==> src/verilog/sdl_pkg.sv <==
// Shared constants for the serial DAC word loader
package sdl_pkg;
  // Word geometry
  localparam int WORD_W = 16;            // Input shift register width
  localparam int DAC_W = 12;             // DAC latch width, low bits of the word
  localparam int CNT_W = 5;              // Falling-edge counter width
  // Edge counter constants
  localparam logic [CNT_W-1:0] CNT_ZERO = 5'h00;
  localparam logic [CNT_W-1:0] CNT_ONE = 5'h01;
  localparam logic [CNT_W-1:0] CNT_LAST = 5'h0F;  // Count before the sixteenth edge
  localparam logic [CNT_W-1:0] CNT_SAT = 5'h10;   // Counter stops here
  // Reset values
  localparam logic [WORD_W-1:0] RST_WORD = 16'h0000;
  localparam logic [DAC_W-1:0] RST_DAC = 12'h000;
  localparam logic [DAC_W-1:0] CLR_DAC = 12'h000;  // Value forced by clear
  localparam logic RST_SCLK = 1'b0;      // Shift clock idles low
  localparam logic RST_HIGH = 1'b1;      // Idle level of active-low pins
  localparam logic RST_LOW = 1'b0;
  // Timing of the system clock and the load strobe
  localparam int CLK_PERIOD_NS = 8;
  localparam int LOAD_MIN_NS = 50;       // Least low time of a load strobe pulse
  localparam int LOAD_MIN_CYC = (LOAD_MIN_NS + CLK_PERIOD_NS - 1) / CLK_PERIOD_NS;
  localparam int SYNC_CYC = 2;           // Depth of each pin synchroniser
  // Pin positions inside the synchroniser vectors
  localparam int PIN_SCLK = 5;           // Shift clock
  localparam int PIN_DATA = 4;           // Serial data
  localparam int PIN_FRAME = 3;          // Frame sync, active low
  localparam int PIN_LOAD = 2;           // Load strobe, active low
  localparam int PIN_CHAIN = 1;          // Chain enable
  localparam int PIN_CLEAR = 0;          // Clear, active low
endpackage : sdl_pkg

==> src/verilog/sdl_pin_if.sv <==
// Synchronised pin levels and edge pulses between the loader modules
`timescale 1ns/10ps
interface sdl_pin_if;
  logic shift_fall;   // One-cycle pulse: shift clock fell
  logic data;         // Serial data level, aligned with shift_fall
  logic frame_n;      // Frame sync level, active low
  logic load_n;       // Load strobe level, active low
  logic load_fall;    // One-cycle pulse: load strobe fell
  logic chain_en;     // Chain enable level
  logic clear_n;      // Clear level, active low

  // Producer side: the pin synchroniser
  modport src (
    output shift_fall, data, frame_n, load_n, load_fall, chain_en, clear_n
  );
  // Consumer side: the word loader
  modport dst (
    input shift_fall, data, frame_n, load_n, load_fall, chain_en, clear_n
  );
endinterface : sdl_pin_if

==> src/verilog/sdl_word_loader.sv <==
// Serial word loader: input shift register, DAC latch and chain output
//
// Contract
// RQ1 - Shift data in on shift-clock fall during frame
// RQ2 - Host lowers frame sync before data clocks
// RQ3 - Host sends four unused bits first, LSB last
// RQ4 - Strobe low: latch updates on sixteenth fall
// RQ5 - External strobe fall transfers register to latch
// RQ6 - Host holds strobe low at least 50 ns
// RQ7 - Byte hosts keep frame low between bytes
// RQ8 - Serial host uses polarity 0, phase 1
// RQ9 - Chain enable held high on every device
// RQ10 - Data ripples through registers, sixteen clocks each
// RQ11 - Chain shares clock, data and frame lines
// RQ12 - Raise frame, then one shared strobe pulse
// RQ13 - Strobe may come from frame-rise one-shot
// RQ14 - Latch takes only low twelve word bits
// RQ15 - Clear low forces latch to all zeros
// RQ16 - Chain output carries bit leaving MSB end
`timescale 1ns/10ps
module sdl_word_loader (
  // Clock and reset
  input wire logic clk_i,
  input wire logic srst_i,
  // Serial link pins
  input wire logic shift_clk_i,
  input wire logic serial_in_i,
  input wire logic frame_sync_n_i,
  // Update and control pins
  input wire logic load_strobe_n_i,
  input wire logic chain_enable_i,
  input wire logic clear_n_i,
  // Converter side
  output logic [sdl_pkg::DAC_W-1:0] dac_code_o,
  output logic dac_update_o,
  output logic [sdl_pkg::WORD_W-1:0] input_word_o,
  // Cascade output
  output logic chain_out_o
);
  import sdl_pkg::*;

  // Low bits of a word that reach the converter
  function automatic logic [DAC_W-1:0] dac_bits(input logic [WORD_W-1:0] word);
    dac_bits = word[DAC_W-1:0];
  endfunction : dac_bits

  // Synchronised pins
  sdl_pin_if pins ();

  // Registers
  logic [WORD_W-1:0] shift_ff;    // Input shift register
  logic [CNT_W-1:0] cnt_ff;       // Falling edges seen in this frame
  logic [DAC_W-1:0] dac_ff;       // DAC latch
  logic update_ff;                // Latch loaded last cycle
  logic chain_out_ff;             // Registered cascade bit

  // Decoded controls
  logic shift_en_w;               // Take one bit this cycle
  logic [WORD_W-1:0] nxt_shift_w; // Register after taking that bit
  logic [CNT_W-1:0] nxt_cnt_w;    // Next edge count
  logic auto_w;                   // Automatic update on the sixteenth edge
  logic ext_w;                    // Update from a falling load strobe
  logic [DAC_W-1:0] nxt_dac_w;    // Next latch value
  logic nxt_chain_w;              // Next cascade bit

  // Every pin is brought into the clock domain before use
  sdl_pin_sync u_sync (
    .clk_i(clk_i),
    .srst_i(srst_i),
    .shift_clk_i(shift_clk_i),
    .serial_in_i(serial_in_i),
    .frame_sync_n_i(frame_sync_n_i),
    .load_strobe_n_i(load_strobe_n_i),
    .chain_enable_i(chain_enable_i),
    .clear_n_i(clear_n_i),
    .pins(pins)
  );

  // A bit is taken only on a falling shift clock inside a frame
  assign shift_en_w = pins.shift_fall & ~pins.frame_n; // RQ1
  // New bit enters at the LSB; the oldest leaves the MSB end
  assign nxt_shift_w = {shift_ff[WORD_W-2:0], pins.data}; // RQ1

  // Edge count restarts whenever the frame is idle; it saturates so a long
  // cascade frame does not fire the automatic update a second time
  assign nxt_cnt_w = pins.frame_n ? CNT_ZERO :
                     (shift_en_w && cnt_ff != CNT_SAT) ? cnt_ff + CNT_ONE :
                     cnt_ff;

  // Strobe held low: the sixteenth falling edge of the frame updates
  assign auto_w = shift_en_w & ~pins.load_n & (cnt_ff == CNT_LAST); // RQ4
  // A falling strobe transfers the register as it stands
  assign ext_w = pins.load_fall; // RQ5

  // Clear wins over both updates; the automatic one sees the new bit
  assign nxt_dac_w = ~pins.clear_n ? CLR_DAC : // RQ15
                     auto_w ? dac_bits(nxt_shift_w) : // RQ14
                     ext_w ? dac_bits(shift_ff) : // RQ14
                     dac_ff;

  // Cascade bit only leaves the device while chaining is enabled, so an
  // unchained device keeps its output quiet
  assign nxt_chain_w = pins.chain_en & shift_ff[WORD_W-1]; // RQ16

  // Input shift register
  always_ff @(posedge clk_i) begin
    if (srst_i) begin
      shift_ff <= RST_WORD;
    end else if (shift_en_w) begin
      shift_ff <= nxt_shift_w; // RQ10
    end
  end

  // Frame edge counter
  always_ff @(posedge clk_i) begin
    if (srst_i) begin
      cnt_ff <= CNT_ZERO;
    end else begin
      cnt_ff <= nxt_cnt_w; // RQ4
    end
  end

  // DAC latch and its update pulse
  always_ff @(posedge clk_i) begin
    if (srst_i) begin
      dac_ff <= RST_DAC;
      update_ff <= RST_LOW;
    end else begin
      dac_ff <= nxt_dac_w;
      update_ff <= pins.clear_n & (auto_w | ext_w);
    end
  end

  // Cascade output register; one cycle behind the shift register, far
  // inside the shift clock period
  always_ff @(posedge clk_i) begin
    if (srst_i) begin
      chain_out_ff <= RST_LOW;
    end else begin
      chain_out_ff <= nxt_chain_w; // RQ10
    end
  end

  // Outputs come straight from flip-flops
  assign dac_code_o = dac_ff;
  assign dac_update_o = update_ff;
  assign input_word_o = shift_ff;
  assign chain_out_o = chain_out_ff;
endmodule : sdl_word_loader

==> src/verilog/sdl_pin_sync.sv <==
// Two-stage pin synchronisers and edge detectors for the loader pins
`timescale 1ns/10ps
module sdl_pin_sync (
  // Clock and reset
  input wire logic clk_i,
  input wire logic srst_i,
  // Raw pins
  input wire logic shift_clk_i,
  input wire logic serial_in_i,
  input wire logic frame_sync_n_i,
  input wire logic load_strobe_n_i,
  input wire logic chain_enable_i,
  input wire logic clear_n_i,
  // Synchronised view
  sdl_pin_if.src pins
);
  import sdl_pkg::*;

  localparam int NPIN = 6;
  // Pin order in the vectors: sclk, data, frame, load, chain, clear
  localparam logic [NPIN-1:0] RST_VEC = {RST_SCLK, RST_LOW, RST_HIGH, RST_HIGH, RST_LOW, RST_HIGH};

  logic [NPIN-1:0] raw_w;     // Pins gathered
  logic [NPIN-1:0] meta_ff;   // First stage, read only by the second
  logic [NPIN-1:0] sync_ff;   // Second stage, safe to use
  logic sclk_prev_ff;         // Delayed shift clock for edge finding
  logic load_prev_ff;         // Delayed load strobe for edge finding

  assign raw_w = {shift_clk_i, serial_in_i, frame_sync_n_i, load_strobe_n_i, chain_enable_i, clear_n_i};

  // Synchroniser chain; idle levels at reset so no false edge appears
  always_ff @(posedge clk_i) begin
    if (srst_i) begin
      meta_ff <= RST_VEC;
      sync_ff <= RST_VEC;
    end else begin
      meta_ff <= raw_w;
      sync_ff <= meta_ff;
    end
  end

  // History taps for the two edge detectors
  always_ff @(posedge clk_i) begin
    if (srst_i) begin
      sclk_prev_ff <= RST_SCLK;
      load_prev_ff <= RST_HIGH;
    end else begin
      sclk_prev_ff <= sync_ff[PIN_SCLK];
      load_prev_ff <= sync_ff[PIN_LOAD];
    end
  end

  // Edge pulses and levels; data shares the clock's delay so it stays aligned
  assign pins.shift_fall = sclk_prev_ff & ~sync_ff[PIN_SCLK];
  assign pins.data = sync_ff[PIN_DATA];
  assign pins.frame_n = sync_ff[PIN_FRAME];
  assign pins.load_n = sync_ff[PIN_LOAD];
  assign pins.load_fall = load_prev_ff & ~sync_ff[PIN_LOAD];
  assign pins.chain_en = sync_ff[PIN_CHAIN];
  assign pins.clear_n = sync_ff[PIN_CLEAR];
endmodule : sdl_pin_sync

==> config.mk <==
export PLATFORM = sky130hd
export DESIGN_NAME = sdl_word_loader
export DESIGN_NICKNAME = d
export VERILOG_FILES = /design/src/verilog/sdl_pkg.sv /design/src/verilog/sdl_pin_if.sv /design/src/verilog/sdl_word_loader.sv /design/src/verilog/sdl_pin_sync.sv
export SDC_FILE = /design/constraint.sdc
export NUM_CORES = 1
export LEC_CHECK = 0
export ABC_AREA = 1
export ABC_CLOCK_PERIOD_IN_PS = 3900
export BUFFER_PORTS_ARGS = -buffer_cell sky130_fd_sc_hd__buf_2
export CAP_MARGIN = 20
export CORE_ASPECT_RATIO = 1.75
export CORE_UTILIZATION = 43
export DETAILED_ROUTE_END_ITERATION = 16
export PLACE_DENSITY = 0.63
export SETUP_SLACK_MARGIN = 0.02
export SLEW_MARGIN = 20
export SYNTH_ARGS = -nofsm -noshare
export SYNTH_HDL_FRONTEND = slang
export SYNTH_SLANG_ARGS = --single-unit
==> constraint.sdc <==
create_clock -name clk_i -period 3.9 [get_ports clk_i]
set_input_delay 0.78 -clock clk_i [delete_from_list [all_inputs] [get_ports clk_i]]
set_output_delay 0.78 -clock clk_i [all_outputs]
set_load 0.01 [all_outputs]
==> run metrics <==
status completed; critical path arrival 2160 ps; remaining antenna violation count 0; Tcrit/Tclk final 50.7%; n_diodes 0; DR vias 1,597; met1 WL 1.45 mm; RSZ-0062 raised after global routing false; sequential cell area fraction in the yosys report 50.0%; Cells after Synth 252; worst min-delay path class reg2reg; largest net degree at the start of global routing 26; Resized cells post-CTS 0; synth warn 0; pwr dens 404 nW/um^2; CTS Buf Count 5; VDD IR max ~380 uV; critical path class reg2reg; die height 91.3 um; number of H-tree levels 2; post-layout min period 1980 ps; IO Pins 38; max layer used met4; CTS tree yes; Register-to-Register Setup Slack 1920 ps; clk buf depth 2; DRC 0; Worst Setup SP cnt_ff[1]; core area 4400 um^2; cells on worst reg2reg path 11; Setup crit end kind register; Initial DRC Count 34; GRT Overall Usage roughly 17%; setup_tns 0 ps; row count 32; layout cell share with drive strength beyond 1 20.4%; Max Clk Rate 506 MHz; Startpoint Class register; Static Leak 1.03 nW; die width between 50 and 60 um; Rel. slew slack 70.7%; post-synthesis sequential element count ~50; measured slew at the worst slew-check pin between 400 and 500 ps; Skew-Pair Late Insertion Delay 300 ps; wire per inst 10.6 um; met3 routed WL 131 um; most common cell after layout, fill and taps aside dfxtp_1; via/cell ratio 4.75; Final Skew 10.8 ps; Hold Crit Start u_sync.meta_ff[5]; Critical Path RT 4090 ps; CP Max Fanout 25; first-pass GRT wire length between 6 and 7 mm; GP Congestion roughly 0.8; Avg Inst Size Synth 7.78 um^2; Cell variety after synth 23; Net count, final 295; IO buf count 37; synth-to-layout area growth 14.9%; hold_buf cts 0; FF-to-FF End dac_code_o[11]; clock input transition at the sequential cells of the worst setup and hold paths 90 ps; Setup violations, final 0; synthesized area 1960 um^2; register area 981 um^2; drt pass-1 iters 4; # Post-CTS Setup Buffers 0; TritonCTS Sinks 49; Slew Viols, Final 0; final WL 3.55 mm; total length of routed met2 wires 1.84 mm; Fillers 468; Post-DP HPWL ~2.5 mm; footprint of the multi-input gates 786 um^2; final hold violations 0; clock root buffer clkbuf_8; Final Instance Area 2250 um^2; placed cell area 2140 um^2; FF-to-FF Start cnt_ff[1]; starting density of the core about 45%; hold depth 2; initial antenna violation count 0; most frequent cells in the layout dfxtp_1 (49), nand2_1 (47), buf_2 (37); Post-Syn Nets approximately 260; vias in the first global route 1,425; Congestion Overflow GR 0; Die Area 4840 um^2; endpoint with the worst hold slack u_sync.sync_ff[5]; Max Cap Viol 0
## cell usage after synthesis
| cell type | count | share of area (%) |
|---|---|---|
| inv_2 | 1 | 0.19 |
| xor2_1 | 1 | 0.45 |
| a21oi_1 | 27 | 6.9 |
| nand3b_1 | 1 | 0.38 |
| or2_2 | 6 | 1.9 |
| nand2_2 | 3 | 0.96 |
| nor2_1 | 22 | 4.2 |
| dfxtp_1 | 49 | 50 |
| nor2_4 | 3 | 1.7 |
| inv_1 | 31 | 5.9 |
| o211ai_1 | 1 | 0.38 |
| buf_1 | 1 | 0.19 |
| buf_2 | 5 | 1.3 |
| nand3_4 | 1 | 0.89 |
| buf_6 | 1 | 0.57 |
| a21boi_0 | 1 | 0.38 |
| nor3_1 | 1 | 0.26 |
| buf_4 | 4 | 1.5 |
| clkbuf_1 | 1 | 0.19 |
| ha_1 | 3 | 1.9 |
| nand3_1 | 23 | 5.9 |
| o21ai_0 | 19 | 4.8 |
| nand2_1 | 47 | 9.0 |
## area by class of cell
cell class / count / share of cell area, %
flip-flops and latches: 49 / 43.6
multi-input cells: 159 / 34.9
repair buffers: 37 / 8.22
inverters: 32 / 5.33
clock buffers: 7 / 3.83
well taps: 51 / 2.83
clock inverters: 1 / 1.33
## worst max-delay path: stages (launching register included)
cell and delay (ps):
dfxtp_1 360, ha_1 190, nand2_1 70, nor2_1 110
ha_1 150, inv_1 60, nor2_4 280, nand3_4 310
nand2_1 130, nand2_1 60, nor2_1 100, nor2_1 40
## power by group
group,leakage [nW],switching (W),internal (W)
registers,0.398,0.00000355,0.000508
clock network,0.0585,0.000161,0.000209
logic,0.574,0.0000184,0.00000977
total,1.03,0.000183,0.000727
## per-layer routing
| metal | global-route usage [%] | vias up |
|---|---|---|
| li1 | - | 858 |
| met2 | 28.7 | 34 |
| met4 | 9.21 | 0 |
| met1 | 18.1 | 696 |
| met3 | 4.02 | 9 |
| met5 | 0 | - |
## registers in the layout, indices dropped and copies added, names as in the netlist
name                 cells
chain_out_o              1
u_sync.load_prev_ff      1
u_sync.sclk_prev_ff      1
input_word_o            16
u_sync.sync_ff           6
cnt_ff                   5
dac_code_o              12
dac_update_o             1
u_sync.meta_ff           6
## cells by family after synthesis
group / count (synthesis) / synth area share [%]
AO/OA/AOI/OAI: 48 / 12.5
adder cells (fa/ha/maj): 3 / 1.91
XOR/XNOR: 1 / 0.447
buffers and inverters: 44 / 9.89
AND/OR/NAND/NOR: 107 / 25.2
flip-flops: 49 / 50.0
## stage by stage
step	instances	power (W)	utilization, %	hold WS (ps)	worst slack [ps]
after floorplan	252	0.000544	-	388	2430
after global placement	328	0.000551	48.5	389	1900
after detailed placement	328	0.000552	48.5	392	1890
after CTS	336	0.000921	51.1	403	1880
after global routing	336	0.000948	51.1	411	1730
final	336	0.000910	51.1	402	1920
## worst max-delay path by stage
stage,to,slack (ps),cells past startpoint
after floorplan,dac_code_o[1],2430,11
after global placement,dac_code_o[9],1900,4
after detailed placement,dac_code_o[9],1890,4
after CTS,dac_code_o[11],1880,11
after global routing,dac_code_o[1],1730,10
final,dac_code_o[11],1920,11
Power figures use the tool's default switching activity.
